$ cat src/include/rx_status_early_tx_regs_consts.vh
// Register offsets, field positions, reset values and limits of the queue register bank
`ifndef RX_STATUS_EARLY_TX_REGS_CONSTS_VH
`define RX_STATUS_EARLY_TX_REGS_CONSTS_VH

// Register byte offsets
`define OFS_RX_STATUS 8'h04
`define OFS_RX_BYTE_COUNT 8'h06
`define OFS_EARLY_TX 8'h08
`define OFS_IRQ_STATUS 8'h10
`define OFS_IRQ_CLEAR 8'h12
`define OFS_IRQ_ENABLE 8'h14

// Receive status fields
`define BIT_FRAME_VALID 15
`define BIT_BROADCAST 7
`define BIT_GROUP_ADDR 6
`define BIT_INDIV_ADDR 5
`define BIT_SYMBOL_ERR 4
`define BIT_FRAME_TYPE 3
`define BIT_OVERSIZE 2
`define BIT_SHORT_FRAME 1
`define BIT_FCS_ERR 0

// Early transmit fields
`define BIT_ETX_ENABLE 7
`define ETX_THR_MSB 4
`define ETX_THR_UNIT_SHIFT 6
`define ETX_ENABLE_RESET 1'h0
`define ETX_THR_RESET 5'h00

// Frame limits in bytes
`define MAX_FRAME_BYTES 11'h77c
`define TYPE_FIELD_LIMIT 16'h05dc

// Interrupt status bits
`define IRQ_RX_READY 0
`define IRQ_RX_DISCARD 1
`define IRQ_RX_OVERRUN 2
`define IRQ_TX_START 3
`define IRQ_WIDTH 4

`endif

$ cat src/hw/rx_status_early_tx_regs.v
// Receive status, receive byte count and early transmit registers of the queue unit
`default_nettype none
`include "rx_status_early_tx_regs_consts.vh"

module rx_status_early_tx_regs #(
	parameter ADDR_W = 8,
	parameter CNT_W = 11
) (
	input wire clk_i,
	input wire resetn_i,
	// Register port
	input wire [ADDR_W-1:0] addr_i,
	input wire [15:0] wdata_i,
	input wire wr_i,
	input wire rd_i,
	output reg [15:0] rdata_o,
	// Receive path: one pulse per finished frame
	input wire rx_frame_done_i,
	input wire [47:0] rx_dest_addr_i,
	input wire [15:0] rx_len_type_i,
	input wire [CNT_W-1:0] rx_byte_count_i,
	input wire rx_symbol_err_i,
	input wire rx_short_i,
	input wire rx_fcs_err_i,
	input wire pass_bad_frame_i,
	input wire rx_head_release_i,
	output wire rx_head_free_o,
	output reg rx_frame_stored_o,
	// Transmit path
	input wire tx_frame_pending_i,
	input wire [CNT_W-1:0] tx_bytes_written_i,
	input wire tx_frame_written_i,
	input wire tx_frame_sent_i,
	output reg tx_start_o,
	output wire irq_o
);

	// ************************************************************
	// Shared decoding
	// ************************************************************

	// Frame longer than the largest legal size
	function over_limit;
		input [CNT_W-1:0] n;
		begin
			over_limit = (n > `MAX_FRAME_BYTES);
		end
	endfunction

	// Write strobe aimed at one register offset
	function write_hit;
		input strobe;
		input [ADDR_W-1:0] a;
		input [ADDR_W-1:0] ofs;
		begin
			write_hit = strobe & (a == ofs);
		end
	endfunction

	// ************************************************************
	// Frame classification
	// ************************************************************

	wire is_broadcast;
	wire is_group;
	wire is_bad;
	wire [15:0] new_status;

	// Broadcast from the whole destination address, group from bit 40 of the first octet
	assign is_broadcast = (rx_dest_addr_i == 48'hffffffffffff);
	assign is_group = rx_dest_addr_i[40];
	// Oversize, short and FCS frames count as bad
	assign is_bad = rx_short_i | rx_fcs_err_i | over_limit(rx_byte_count_i);

	// Status word stored with the frame
	assign new_status = {1'b1,
		7'h00,
		is_broadcast,
		is_group,
		~is_group,
		rx_symbol_err_i,
		(rx_len_type_i > `TYPE_FIELD_LIMIT),
		over_limit(rx_byte_count_i),
		rx_short_i,
		rx_fcs_err_i};

	// ************************************************************
	// Head of receive queue
	// ************************************************************

	reg head_valid_q;
	reg [14:0] head_status_q;
	reg [CNT_W-1:0] head_count_q;
	wire accept;
	wire discard;
	wire overrun;

	assign rx_head_free_o = ~head_valid_q;
	assign discard = rx_frame_done_i & is_bad & ~pass_bad_frame_i;
	assign accept = rx_frame_done_i & ~discard & ~head_valid_q;
	assign overrun = rx_frame_done_i & ~discard & head_valid_q;

	// Load on an accepted frame while empty, empty on release; valid low until loaded
	always @(posedge clk_i or negedge resetn_i) begin
		if (!resetn_i) begin
			head_valid_q <= 1'b0;
			head_status_q <= 15'h0000;
			head_count_q <= {CNT_W{1'b0}};
			rx_frame_stored_o <= 1'b0;
		end else begin
			rx_frame_stored_o <= accept;
			if (accept) begin
				head_valid_q <= 1'b1;
				head_status_q <= new_status[14:0];
				head_count_q <= rx_byte_count_i;
			end else if (rx_head_release_i) begin
				head_valid_q <= 1'b0;
			end
		end
	end

	// ************************************************************
	// Early transmit control
	// ************************************************************

	reg etx_en_q;
	reg [`ETX_THR_MSB:0] etx_thr_q;
	reg tx_started_q;
	wire [CNT_W:0] thr_bytes;
	wire start_now;

	assign thr_bytes = {{(CNT_W-5-`ETX_THR_UNIT_SHIFT+1){1'b0}}, etx_thr_q,
		{`ETX_THR_UNIT_SHIFT{1'b0}}};
	assign start_now = tx_frame_pending_i & ~tx_started_q &
		(etx_en_q ? ({1'b0, tx_bytes_written_i} > thr_bytes)
			: tx_frame_written_i);

	// Start one packet once, rearm when it has gone out
	always @(posedge clk_i or negedge resetn_i) begin
		if (!resetn_i) begin
			tx_started_q <= 1'b0;
			tx_start_o <= 1'b0;
		end else begin
			tx_start_o <= start_now;
			if (tx_frame_sent_i)
				tx_started_q <= 1'b0;
			else if (start_now)
				tx_started_q <= 1'b1;
		end
	end

	// ************************************************************
	// Registers and interrupt
	// ************************************************************

	reg [`IRQ_WIDTH-1:0] irq_stat_q;
	reg [`IRQ_WIDTH-1:0] irq_en_q;
	wire [`IRQ_WIDTH-1:0] irq_evt;
	wire [`IRQ_WIDTH-1:0] irq_clr;

	assign irq_evt = {start_now, overrun, discard, accept};
	assign irq_clr = write_hit(wr_i, addr_i, `OFS_IRQ_CLEAR) ? wdata_i[`IRQ_WIDTH-1:0]
		: {`IRQ_WIDTH{1'b0}};
	assign irq_o = |(irq_stat_q & irq_en_q);

	// Writes; event set wins over clear
	always @(posedge clk_i or negedge resetn_i) begin
		if (!resetn_i) begin
			etx_en_q <= `ETX_ENABLE_RESET;
			etx_thr_q <= `ETX_THR_RESET;
			irq_stat_q <= {`IRQ_WIDTH{1'b0}};
			irq_en_q <= {`IRQ_WIDTH{1'b0}};
		end else begin
			irq_stat_q <= (irq_stat_q & ~irq_clr) | irq_evt;
			if (write_hit(wr_i, addr_i, `OFS_EARLY_TX)) begin
				etx_en_q <= wdata_i[`BIT_ETX_ENABLE];
				etx_thr_q <= wdata_i[`ETX_THR_MSB:0];
			end
			if (write_hit(wr_i, addr_i, `OFS_IRQ_ENABLE))
				irq_en_q <= wdata_i[`IRQ_WIDTH-1:0];
		end
	end

	// Read data one cycle after the strobe, zero otherwise
	always @(posedge clk_i or negedge resetn_i) begin
		if (!resetn_i) begin
			rdata_o <= 16'h0000;
		end else if (rd_i) begin
			case (addr_i)
				`OFS_RX_STATUS: rdata_o <= head_valid_q ? {1'b1, head_status_q}
					: 16'h0000;
				`OFS_RX_BYTE_COUNT: rdata_o <= {{(16-CNT_W){1'b0}}, head_count_q};
				`OFS_EARLY_TX: rdata_o <= {8'h00, etx_en_q, 2'h0, etx_thr_q};
				`OFS_IRQ_STATUS: rdata_o <= {{(16-`IRQ_WIDTH){1'b0}}, irq_stat_q};
				`OFS_IRQ_ENABLE: rdata_o <= {{(16-`IRQ_WIDTH){1'b0}}, irq_en_q};
				default: rdata_o <= 16'h0000;
			endcase
		end else begin
			rdata_o <= 16'h0000;
		end
	end

endmodule // rx_status_early_tx_regs
`default_nettype wire

$ cat config.mk
export PLATFORM = sky130hd
export DESIGN_NAME = rx_status_early_tx_regs
export DESIGN_NICKNAME = d
export VERILOG_FILES = /design/src/hw/rx_status_early_tx_regs.v
export VERILOG_INCLUDE_DIRS = /design/src /design/src/include
export SDC_FILE = /design/constraint.sdc
export NUM_CORES = 1
export LEC_CHECK = 0
export ABC_AREA = 1
export BUFFER_PORTS_ARGS = -buffer_cell sky130_fd_sc_hd__buf_2
export CORE_ASPECT_RATIO = 0.5
export CORE_MARGIN = 5
export CORE_UTILIZATION = 49
export DETAILED_ROUTE_END_ITERATION = 10
export PLACE_DENSITY = 0.85
export SYNTH_ARGS = -nofsm -noshare
export SYNTH_HDL_FRONTEND = slang
export SYNTH_SLANG_ARGS = --single-unit
export TNS_END_PERCENT = 20
$ cat constraint.sdc
create_clock -name clk_i -period 2.3 [get_ports clk_i]
set_input_delay 0.345 -clock clk_i [delete_from_list [all_inputs] [get_ports clk_i]]
set_output_delay 0.345 -clock clk_i [all_outputs]
set_load 0.1 [all_outputs]
### After elaboration in Yosys (flattened, before gate mapping)

Cells that the tools add are included.

| word-level totals | value |
|---|---|
| output and inout port bits | 20 |
| flip-flop bits (word level) | 53 |
| logic and storage cells | 54 |
| input bits | 123 |

| cells by class | value |
|---|---|
| equal/unequal tests | 7 |
| reductions and logical operators | 3 |
| mux-type cells | 9 |
| bitwise operators | 21 |
| order comparisons | 3 |

Operators by type and width:

| cell | number |
|---|---|
| case mux 16 bit (5 select lines) | 1 |
| equality test 48 bit (second input constant) | 1 |
| two-way mux 16 bit | 2 |
| equality test 8 x 5 -> 1 bit (second input constant) | 3 |
| equality test 8 x 3 -> 1 bit (second input constant) | 2 |
| > comparator 16 x 11 -> 1 bit (second input constant) | 1 |
| > comparator 11 bit | 1 |
| > comparator 11 bit (second input constant) | 1 |
| bitwise AND 1 bit | 10 |
| bitwise AND 4 bit | 2 |
| equality test 8 x 4 -> 1 bit (second input constant) | 1 |
| two-way mux 1 bit | 5 |
| inverter 1 bit | 5 |
| two-way mux 4 bit | 1 |
| inverter 4 bit | 1 |
| OR 4 bit | 1 |
| nonzero test 2 bit | 2 |
| OR reduction 4 bit | 1 |
| OR 1 bit | 2 |

### Logic depth before layout (Yosys ltp)

Gate-level depths: netlist of the first run.

| logic depth | value |
|---|---|
| word-level depth | 8 |
| mapped depth | 11 |
| mapped depth without buffers | 10 |

### Least setup slack after synthesis of the first run

Ideal clock, no wire load.

| timing | value |
|---|---|
| kind | register to output |
| start point | register irq_stat_q[0] |
| end point | output port irq_o |
| stages on the path, launching flop included | 3 |
| required time | 1.955 ns |
| data arrival time | 1.333 ns |
| slack | 0.622 ns |
| buffers on the path | 0 |
| cells stage by stage | dfrtp_1 -> nand2_1 -> nand4_1 |

| on the way | value |
|---|---|
| word-level cells in the longest chain between the ends | 2 |

Ends and longest elaborated chain:

| element | line | text |
|---|---|---|
| start: declaration | rx_status_early_tx_regs.v:156 | `` reg [`IRQ_WIDTH-1:0] irq_stat_q; `` |
| start signal: assignment | rx_status_early_tx_regs.v:171 | `` irq_stat_q <= {`IRQ_WIDTH{1'b0}}; `` |
| start signal: assignment | rx_status_early_tx_regs.v:174 | `irq_stat_q <= (irq_stat_q & ~irq_clr) \| irq_evt;` |
| bitwise AND 4 bit | rx_status_early_tx_regs.v:164 | `assign irq_o = \|(irq_stat_q & irq_en_q);` |
| OR reduction 4 bit | rx_status_early_tx_regs.v:164 |  |
| end: declaration | rx_status_early_tx_regs.v:35 | `output wire irq_o` |

No other way between the ends.

### Worst setup path after layout of the first run

| timing | value |
|---|---|
| start point | register head_valid_q |
| end point | output port rx_head_free_o |

| on the way | value |
|---|---|
| word-level cells in the longest chain between the ends | 1 |

Ends and longest elaborated chain:

| element | line | text |
|---|---|---|
| start: declaration | rx_status_early_tx_regs.v:91 | `reg head_valid_q;` |
| start signal: assignment | rx_status_early_tx_regs.v:106 | `head_valid_q <= 1'b0;` |
| start signal: assignment | rx_status_early_tx_regs.v:113 | `head_valid_q <= 1'b1;` |
| start signal: assignment | rx_status_early_tx_regs.v:117 | `head_valid_q <= 1'b0;` |
| inverter 1 bit | rx_status_early_tx_regs.v:98 | `assign rx_head_free_o = ~head_valid_q;` |
| end: declaration | rx_status_early_tx_regs.v:27 | `output wire rx_head_free_o,` |

No other way between the ends.

==> results of run 1 <==
==> state kept, by name, indices dropped and copies added (netlist names) <==
signal             flops
rdata_o               12
irq_stat_q             4
head_status_q          8
etx_thr_q              5
tx_start_o             1
etx_en_q               1
rx_frame_stored_o      1
head_valid_q           1
head_count_q          11
irq_en_q               4
tx_started_q           1
==> cells by family after synthesis <==
logic type / Yosys count
AO/OA/AOI/OAI: 30
adder cells (fa/ha/maj): 5
other: 1
AND/OR/NAND/NOR: 234
flip-flops: 49
buffers and inverters: 60
==> power breakdown <==
part | switching, W | internal (W)
clock | 0.000314 | 0.000399
combinational | 0.000306 | 0.000157
sequential | 0.0000514 | 0.000948
==> layer usage <==
metal / up-vias / global-route usage (%) / share of wire (%)
met3: 17 / 5.93 / 9.1
met4: 0 / 8.44 / 2.4
met5: - / 0 / 0
met1: 1270 / 25.1 / 41
li1: 1458 / - / -
met2: 102 / 34.3 / 48
==> area by class of cell <==
cell class / count / share of cell area [%]
Multi-Input combinational cell: 273 / 36.3
Sequential cell: 49 / 33.6
Timing Repair Buffer: 134 / 18.8
Inverter: 47 / 4.91
Clock buffer: 5 / 3.43
Tap cell: 73 / 2.50
Clock inverter: 3 / 0.480
==> layout by cell type (no fill, tap or decap), types with 3 or more instances in the layout <==
cell type / instances
sky130_fd_sc_hd__a21oi_1: 9
sky130_fd_sc_hd__buf_2: 128
sky130_fd_sc_hd__buf_4: 6
sky130_fd_sc_hd__clkbuf_16: 5
sky130_fd_sc_hd__conb_1: 4
sky130_fd_sc_hd__dfrtp_1: 49
sky130_fd_sc_hd__ha_1: 5
sky130_fd_sc_hd__inv_1: 39
sky130_fd_sc_hd__inv_2: 7
sky130_fd_sc_hd__nand2_1: 135
sky130_fd_sc_hd__nand2_2: 5
sky130_fd_sc_hd__nand3_1: 13
sky130_fd_sc_hd__nand3_2: 3
sky130_fd_sc_hd__nand4_1: 27
sky130_fd_sc_hd__nor2_1: 40
sky130_fd_sc_hd__nor2_4: 3
sky130_fd_sc_hd__nor3_1: 4
sky130_fd_sc_hd__o21ai_1: 10
sky130_fd_sc_hd__o21ai_2: 4
==> synth_stat cells (all sizes together) <==
cell type and instances:
a21o 1, a21oi 11, buf 10, clkbuf 3
conb 1, dfrtp 49, ha 5, inv 47
nand2 141, nand3 16, nand4 27, nor2 46
nor3 4, o211a 1, o211ai 2, o21ai 15
==> worst min path at each step <==
stage                             to      from  slack (ns)
finish              head_status_q[5]  resetn_i        0.04
global route         head_count_q[7]  resetn_i        0.08
CTS                 head_status_q[5]  resetn_i        0.05
detailed placement  head_status_q[2]  resetn_i        0.36
global placement    head_status_q[2]  resetn_i        0.36
floorplan                   etx_en_q  resetn_i        0.05
==> critical path, cell delays in order, from the launching register on <==
cell	delay, ns
sky130_fd_sc_hd__dfrtp_1	0.39
sky130_fd_sc_hd__inv_1	0.39
sky130_fd_sc_hd__buf_2	0.52
==> through the flow <==
stage / hold slack [ns] / utilization (%) / total power [W] / setup WS [ns]
finish: 0.0395 / 66.1 / 0.00217 / 0.350
global route: 0.0770 / 66.1 / 0.00229 / 0.315
CTS: 0.0514 / 66.1 / 0.00219 / 0.363
detailed placement: 0.363 / 63.5 / 0.00148 / 0.694
global placement: 0.359 / 63.5 / 0.00146 / 0.705
floorplan: 0.0494 / - / 0.00130 / 0.622
==> impl_results.html, run 1 <==
<table>
<tr><th>Metric</th><th>Value</th></tr>
<tr><th colspan="2">Setup path</th></tr>
<tr><td>Timing endpoint of the critical path</td><td>rx_head_free_o</td></tr>
<tr><td>Setup Crit Path Kind</td><td>reg2out</td></tr>
<tr><td>Endpoint type of the worst setup path</td><td>primary output</td></tr>
<tr><td>Worst EP required</td><td>1.96 ns</td></tr>
<tr><td>Reg2reg start</td><td>head_valid_q</td></tr>
<tr><td>Source of the critical timing path</td><td>head_valid_q</td></tr>
<tr><td>Endpoint of the lowest-slack register-to-register path</td><td>head_count_q[5]</td></tr>
<tr><td>Crit Path Max Fanout</td><td>10</td></tr>
<tr><td>Startpoint class of the critical path</td><td>flip-flop</td></tr>
<tr><td>Logic depth of the worst register-to-register path</td><td>5</td></tr>
<tr><td>Reg-to-reg slack, setup</td><td>0.73 ns</td></tr>
<tr><td>Critical Path AT</td><td>1.60 ns</td></tr>
<tr><th colspan="2">Route</th></tr>
<tr><td>Via-per-instance ratio</td><td>about 4.9</td></tr>
<tr><td>First drt pass iteration count</td><td>4</td></tr>
<tr><td>Iteration-0 DRC count of the detailed router</td><td>between 150 and 200</td></tr>
<tr><td>Number of remaining DRC errors</td><td>0</td></tr>
<tr><td>Total vias in the final route</td><td>between 2000 and 3000</td></tr>
<tr><td>Sum of routed wire length over all layers</td><td>roughly 7.4 mm</td></tr>
<tr><td>Remaining antenna violation count</td><td>0</td></tr>
<tr><td>Per-cell routed wire length</td><td>~13 um</td></tr>
<tr><th colspan="2">Final layout</th></tr>
<tr><td>NumNets Final</td><td>between 600 and 700</td></tr>
<tr><td>Proportion of layout cells with a drive suffix above 1</td><td>about 34%</td></tr>
<tr><td>Area of all sequential standard cells</td><td>between 1000 and 1500 um^2</td></tr>
<tr><td>Number of filler instances in the final layout</td><td>around 470</td></tr>
<tr><td>Final standard cell count with taps included and fillers excluded</td><td>584</td></tr>
<tr><td>Syn-to-layout area delta</td><td>29.8%</td></tr>
<tr><td>Multi-input combinational cell area</td><td>around 1300 um^2</td></tr>
<tr><td>Cell area after layout</td><td>roughly 3600 um^2</td></tr>
<tr><td>Antenna fix cells</td><td>0</td></tr>
<tr><th colspan="2">Clocking</th></tr>
<tr><td>Number of clock sinks</td><td>49</td></tr>
<tr><td>Number of resized instances in the post-cts repair step</td><td>0</td></tr>
<tr><td>Number of buffers added for setup after CTS</td><td>0</td></tr>
<tr><td>Number of CTS-inserted buffers</td><td>5</td></tr>
<tr><td>Source-to-sink clock delay at the later pin of the worst-skew pair</td><td>0.29 ns</td></tr>
<tr><td>Deepest clock path buffer count</td><td>2</td></tr>
<tr><td>CTS tree</td><td>done</td></tr>
<tr><td>CTS root buf</td><td>sky130_fd_sc_hd__clkbuf_16</td></tr>
<tr><td>Clock transition time at the flip-flop clock pins of the worst setup and hold paths</td><td>around 0.070 ns</td></tr>
<tr><td>H-tree level count</td><td>2</td></tr>
<tr><td>Hold bufs inserted after CTS</td><td>0</td></tr>
<tr><th colspan="2">Yosys</th></tr>
<tr><td>Synth unique cells</td><td>29</td></tr>
<tr><td>Gate Count Post-Synth</td><td>379</td></tr>
<tr><td>Average size of a mapped cell</td><td>7.41 um^2</td></tr>
<tr><td>Number of synthesized register bits</td><td>a little under 50</td></tr>
<tr><td>Combinational family with the most area after synthesis</td><td>simple AND/OR/NAND/NOR gates</td></tr>
<tr><td>Part of the Yosys area used for sequential elements</td><td>approximately 44%</td></tr>
<tr><td>Share of synthesized cell area in and, or, nand and nor gates</td><td>around 37%</td></tr>
<tr><td>Post-synthesis adder-cell area fraction</td><td>under 10%</td></tr>
<tr><td>Multiplexer area fraction after synthesis</td><td>0%</td></tr>
<tr><td>Post-Synthesis Cell Area</td><td>2810 um^2</td></tr>
<tr><td>Share of the synthesized area in the top cell type</td><td>a little over two fifths</td></tr>
<tr><td>Number of synthesis warnings</td><td>0</td></tr>
<tr><td>Share of the synthesized area in compound gates (AO/OA/AOI/OAI)</td><td>roughly 6.9%</td></tr>
<tr><td>Yosys top cell by area</td><td>sky130_fd_sc_hd__dfrtp_1</td></tr>
<tr><td>Dominant cells by area after synthesis</td><td>sky130_fd_sc_hd__dfrtp_1 44%, sky130_fd_sc_hd__nand2_1 18%, sky130_fd_sc_hd__nand4_1 6.0%, sky130_fd_sc_hd__nor2_1 5.3%, sky130_fd_sc_hd__inv_1 5.2%</td></tr>
<tr><td>Area share of xor/xnor cells in the synthesized design</td><td>0%</td></tr>
<tr><th colspan="2">Power and ir drop</th></tr>
<tr><td>Peak supply drop</td><td>~410 uV</td></tr>
<tr><td>Ratio of total power to cell area</td><td>about 600 nW/um^2</td></tr>
<tr><td>Leakage Power</td><td>2.10 nW</td></tr>
<tr><th colspan="2">Min path</th></tr>
<tr><td>Hold Crit Class</td><td>in2async</td></tr>
<tr><th colspan="2">Placed design</th></tr>
<tr><td>Placed cell areas</td><td>around 3500 um^2</td></tr>
<tr><td>Count of placed standard cells including taps</td><td>about 580</td></tr>
<tr><td>Hpwl dp</td><td>slightly above 6 mm</td></tr>
<tr><td>GP Congestion</td><td>between 0.8 and 0.9</td></tr>
<tr><td>Input/output buffers</td><td>128</td></tr>
<tr><th colspan="2">Global route</th></tr>
<tr><td>GRT Resource Usage Total</td><td>about a fifth</td></tr>
<tr><td>Overall overflow remaining after global route</td><td>0</td></tr>
<tr><td>Number of global-route vias before repair</td><td>between 2000 and 3000</td></tr>
<tr><td>Global-route wire length before repair</td><td>12.1 mm</td></tr>
<tr><td>Initial antenna violation count</td><td>0</td></tr>
<tr><td>Maximum number of pins on one net before global-route repair</td><td>27</td></tr>
<tr><th colspan="2">STA</th></tr>
<tr><td>Max transition margin</td><td>a little over three fifths</td></tr>
<tr><td>Final count of negative-setup-slack endpoints</td><td>0</td></tr>
<tr><td>Max Transition Viols Final</td><td>0</td></tr>
<tr><td>Highest clock rate</td><td>513 MHz</td></tr>
<tr><td>Total Negative Setup Slacks</td><td>0 ns</td></tr>
<tr><td>Measured slew at the worst slew-check pin</td><td>0.561 ns</td></tr>
<tr><td>Final Hold Vio Count</td><td>0</td></tr>
<tr><td>Worst clock skew on the final layout</td><td>just under 0.008 ns</td></tr>
<tr><td>Unrepaired setup endpoints after global routing</td><td>false</td></tr>
<tr><td>Period utilisation layout</td><td>a little over four fifths</td></tr>
<tr><td>Post-layout min period</td><td>roughly 1.9 ns</td></tr>
<tr><th colspan="2">Outcome</th></tr>
<tr><td>Run status</td><td>finished, final reports clean</td></tr>
<tr><th colspan="2">Die</th></tr>
<tr><td>Die X-Extent</td><td>117 um</td></tr>
<tr><td>Starting utilization of the core area</td><td>about half</td></tr>
<tr><td>Die area</td><td>approximately 7400 um^2</td></tr>
<tr><td>Floorplan core area</td><td>5520 um^2</td></tr>
<tr><td>I/O pin total</td><td>roughly 140</td></tr>
<tr><td>Row cnt</td><td>19</td></tr>
<tr><td>Die height</td><td>about 64 um</td></tr>
<tr><th colspan="2">Flow run</th></tr>
<tr><td>Max-cap check violation count</td><td>0</td></tr>
</table>
No activity file was read; power rests on OpenSTA's default activity.
==> inputs of run 2 (changes only) <==
--- a/config.mk
+++ b/config.mk
@@ -10,9 +10,9 @@
 export BUFFER_PORTS_ARGS = -buffer_cell sky130_fd_sc_hd__buf_2
 export CORE_ASPECT_RATIO = 0.5
 export CORE_MARGIN = 5
-export CORE_UTILIZATION = 49
+export CORE_UTILIZATION = 46
 export DETAILED_ROUTE_END_ITERATION = 10
-export PLACE_DENSITY = 0.85
+export PLACE_DENSITY = 0.81
 export SYNTH_ARGS = -nofsm -noshare
 export SYNTH_HDL_FRONTEND = slang
 export SYNTH_SLANG_ARGS = --single-unit
==> constraint.sdc (replaced) <==
create_clock -name clk_i -period 1.8 [get_ports clk_i]
set_input_delay 0.27 -clock clk_i [delete_from_list [all_inputs] [get_ports clk_i]]
set_output_delay 0.27 -clock clk_i [all_outputs]
set_load 0.1 [all_outputs]
==> run 2 against run 1 <==
Against the previous run:
- largest power group unchanged
- worst hold slack gained 0.032 ns
- setup slack lost 0.12 ns
- critical path depth grew 1
- count of clock-buffer cells in the layout grew 1
- first-iteration DRC count shrank 32%
- sequential share of layout area shrank 0.42 points
- utilization shrank 4.6 points
- largest cell class unchanged
- clock power grew 54%
- via count shrank 0.46%
- die area grew 5.7%
- combinational power grew 29%
- global-route usage shrank 1.9 points
==> impl_results.html, run 2 (same netlist as run 1, synthesis figures left out) <==
<table>
<tr><th>Metric</th><th>Value</th></tr>
<tr><th colspan="2">STA</th></tr>
<tr><td>Final Hold Slack</td><td>0.0714 ns (was 0.0395 ns)</td></tr>
<tr><td>Highest clock rate</td><td>about 640 MHz</td></tr>
<tr><td>Final Hold Vio Count</td><td>0 (unchanged)</td></tr>
<tr><td>Final count of negative-setup-slack endpoints</td><td>0 (unchanged)</td></tr>
<tr><td>Measured slew at the worst slew-check pin</td><td>0.602 ns (was 0.561 ns)</td></tr>
<tr><td>Max transition margin</td><td>59.8% (was 62.6%)</td></tr>
<tr><td>Unrepaired setup endpoints after global routing</td><td>false (unchanged)</td></tr>
<tr><td>Post-layout min period</td><td>about 1.6 ns</td></tr>
<tr><td>Period utilisation layout</td><td>between 80 and 90%</td></tr>
<tr><td>Max Transition Viols Final</td><td>0 (unchanged)</td></tr>
<tr><td>Total Negative Setup Slacks</td><td>0 ns (unchanged)</td></tr>
<tr><td>Worst clock skew on the final layout</td><td>0.00756 ns (was 0.00791 ns)</td></tr>
<tr><th colspan="2">Clocking</th></tr>
<tr><td>CTS root buf</td><td>sky130_fd_sc_hd__clkbuf_16 (unchanged)</td></tr>
<tr><td>Clock transition time at the flip-flop clock pins of the worst setup and hold paths</td><td>0.07 ns (about the same)</td></tr>
<tr><td>H-tree level count</td><td>2 (unchanged)</td></tr>
<tr><td>Number of resized instances in the post-cts repair step</td><td>0 (unchanged)</td></tr>
<tr><td>Source-to-sink clock delay at the later pin of the worst-skew pair</td><td>0.29 ns (about the same)</td></tr>
<tr><td>Deepest clock path buffer count</td><td>2 (unchanged)</td></tr>
<tr><td>Number of clock sinks</td><td>49 (unchanged)</td></tr>
<tr><td>Number of CTS-inserted buffers</td><td>5 (unchanged)</td></tr>
<tr><td>Number of buffers added for setup after CTS</td><td>0 (unchanged)</td></tr>
<tr><td>Hold bufs inserted after CTS</td><td>0 (unchanged)</td></tr>
<tr><td>CTS tree</td><td>done (unchanged)</td></tr>
<tr><th colspan="2">Final layout</th></tr>
<tr><td>Register containing the most flip-flops in the final layout</td><td>rdata_o (unchanged)</td></tr>
<tr><td>NumNets Final</td><td>637 (was 638)</td></tr>
<tr><td>Proportion of layout cells with a drive suffix above 1</td><td>33.7% (was 33.9%)</td></tr>
<tr><td>Area of all sequential standard cells</td><td>1230 um^2 (unchanged)</td></tr>
<tr><td>Commonest non-fill, non-tap cells in the layout</td><td>135 x sky130_fd_sc_hd__nand2_1, 127 x sky130_fd_sc_hd__buf_2, 49 x sky130_fd_sc_hd__dfrtp_1 (was 135 x sky130_fd_sc_hd__nand2_1, 128 x sky130_fd_sc_hd__buf_2, 49 x sky130_fd_sc_hd__dfrtp_1)</td></tr>
<tr><td>Multi-input combinational cell area</td><td>1320 um^2 (unchanged)</td></tr>
<tr><td>Largest regs</td><td>rdata_o x12, head_count_q x11, head_status_q x8 (unchanged)</td></tr>
<tr><td>Cell area after layout</td><td>3690 um^2 (was 3650 um^2)</td></tr>
<tr><td>Antenna fix cells</td><td>0 (unchanged)</td></tr>
<tr><td>Most common library cell in the layout ignoring fill and taps</td><td>sky130_fd_sc_hd__nand2_1 (unchanged)</td></tr>
<tr><td>Number of filler instances in the final layout</td><td>555 (was 469)</td></tr>
<tr><td>Syn-to-layout area delta</td><td>31.5% (was 29.8%)</td></tr>
<tr><td>Max reg flops</td><td>12 (unchanged)</td></tr>
<tr><th colspan="2">Power and ir drop</th></tr>
<tr><td>Peak supply drop</td><td>337 uV (was 407 uV)</td></tr>
<tr><td>Ratio of total power to cell area</td><td>805 nW/um^2 (was 596 nW/um^2)</td></tr>
<tr><td>Leakage Power</td><td>2.12 nW (was 2.10 nW)</td></tr>
<tr><th colspan="2">Route</th></tr>
<tr><td>Number of remaining DRC errors</td><td>0 (unchanged)</td></tr>
<tr><td>First drt pass iteration count</td><td>4 (unchanged)</td></tr>
<tr><td>Via-per-instance ratio</td><td>4.83 (was 4.88)</td></tr>
<tr><td>Per-cell routed wire length</td><td>12.2 um (was 12.7 um)</td></tr>
<tr><td>Iteration-0 DRC count of the detailed router</td><td>126 (was 186)</td></tr>
<tr><td>Remaining antenna violation count</td><td>0 (unchanged)</td></tr>
<tr><td>Total vias in the final route</td><td>2834 (was 2847)</td></tr>
<tr><td>Sum of routed wire length over all layers</td><td>7.15 mm (was 7.43 mm)</td></tr>
<tr><th colspan="2">Global route</th></tr>
<tr><td>Maximum number of pins on one net before global-route repair</td><td>50 (was 27)</td></tr>
<tr><td>Global-route wire length before repair</td><td>12.0 mm (was 12.1 mm)</td></tr>
<tr><td>Initial antenna violation count</td><td>0 (unchanged)</td></tr>
<tr><td>GRT Resource Usage Total</td><td>18.7% (was 20.7%)</td></tr>
<tr><td>Overall overflow remaining after global route</td><td>0 (unchanged)</td></tr>
<tr><td>Number of global-route vias before repair</td><td>2804 (was 2787)</td></tr>
<tr><th colspan="2">Placed design</th></tr>
<tr><td>Placed cell areas</td><td>3520 um^2 (was 3500 um^2)</td></tr>
<tr><td>Input/output buffers</td><td>128 (unchanged)</td></tr>
<tr><td>Hpwl dp</td><td>5.77 mm (was 6.03 mm)</td></tr>
<tr><td>GP Congestion</td><td>0.839 (was 0.829)</td></tr>
<tr><th colspan="2">Setup path</th></tr>
<tr><td>Reg-to-reg slack, setup</td><td>0.32 ns (was 0.73 ns)</td></tr>
<tr><td>Logic depth of the worst register-to-register path</td><td>10 (was 5)</td></tr>
<tr><td>Critical Path AT</td><td>1.30 ns (was 1.60 ns)</td></tr>
<tr><td>Startpoint class of the critical path</td><td>flip-flop (unchanged)</td></tr>
<tr><td>Crit Path Max Fanout</td><td>21 (was 10)</td></tr>
<tr><td>Endpoint type of the worst setup path</td><td>primary output (unchanged)</td></tr>
<tr><td>Source of the critical timing path</td><td>head_valid_q (unchanged)</td></tr>
<tr><td>Timing endpoint of the critical path</td><td>rx_head_free_o (unchanged)</td></tr>
<tr><td>Setup Crit Path Kind</td><td>reg2out (unchanged)</td></tr>
<tr><td>Reg2reg start</td><td>etx_thr_q[4] (was head_valid_q)</td></tr>
<tr><td>Endpoint of the lowest-slack register-to-register path</td><td>tx_started_q (was head_count_q[5])</td></tr>
<tr><td>Worst EP required</td><td>1.53 ns (was 1.96 ns)</td></tr>
<tr><th colspan="2">Die</th></tr>
<tr><td>Die X-Extent</td><td>121 um (was 117 um)</td></tr>
<tr><td>Die area</td><td>7860 um^2 (was 7440 um^2)</td></tr>
<tr><td>Row cnt</td><td>20 (was 19)</td></tr>
<tr><td>I/O pin total</td><td>143 (unchanged)</td></tr>
<tr><td>Starting utilization of the core area</td><td>46.8% (was 50.9%)</td></tr>
<tr><td>Die height</td><td>65.3 um (was 63.5 um)</td></tr>
<tr><td>Floorplan core area</td><td>6010 um^2 (was 5520 um^2)</td></tr>
<tr><th colspan="2">Flow run</th></tr>
<tr><td>Max-cap check violation count</td><td>0 (unchanged)</td></tr>
<tr><th colspan="2">Min path</th></tr>
<tr><td>Hold Crit Class</td><td>in2async (unchanged)</td></tr>
<tr><th colspan="2">Outcome</th></tr>
<tr><td>Run status</td><td>finished, final reports clean (unchanged)</td></tr>
</table>
-- run 2: layout make-up --
cell class                 count  share of cell area, %
clock buffer                   6                   3.76
tap                           77                   2.61
timing repair buffer         133                   18.8
multi-input combinational    273                   35.8
inverter                      47                   4.84
clock inverter                 2                   1.02
sequential                    49                   33.2
-- run 2: stage by stage --
step	setup WS, ns	power (W)	utilization [%]	cells
final	0.229	0.00297	61.5	587
after global routing	0.174	0.00311	61.5	587
after CTS	0.230	0.00299	61.5	587
after detailed placement	0.222	0.00190	58.6	579
after global placement	0.268	0.00188	58.6	579
after floorplan	0.197	0.00166	-	382
-- run 2: worst max-delay path, stage by stage (launching register included) --
cell                      delay (ns)
sky130_fd_sc_hd__dfrtp_1        0.40
sky130_fd_sc_hd__inv_1          0.12
sky130_fd_sc_hd__buf_4          0.27
sky130_fd_sc_hd__buf_12         0.21
-- run 2: worst min-delay path by stage --
stage / end / slack [ns] / cells after the start
after floorplan: etx_en_q / -0.03 / 0
after detailed placement: head_valid_q / 0.41 / 2
final: head_count_q[2] / 0.07 / 2
after global placement: head_count_q[2] / 0.40 / 2
after CTS: head_count_q[2] / 0.1 / 2
after global routing: tx_started_q / 0.12 / 2
-- run 2: power by group --
part / leakage (nW) / switching [W] / internal (W) / total [W]
Sequential: 0.620 / 0.0000676 / 0.00121 / 0.00128
Clock: 0.0831 / 0.000402 / 0.000693 / 0.00110
Combinational: 1.42 / 0.000388 / 0.000211 / 0.000599
-- run 2: layer usage --
layer | global-route usage, % | share of wire (%)
met2 | 33.7 | 49
met4 | 4.38 | 0.84
met3 | 4.82 | 8.2
met1 | 22.9 | 42
met5 | 0 | 0
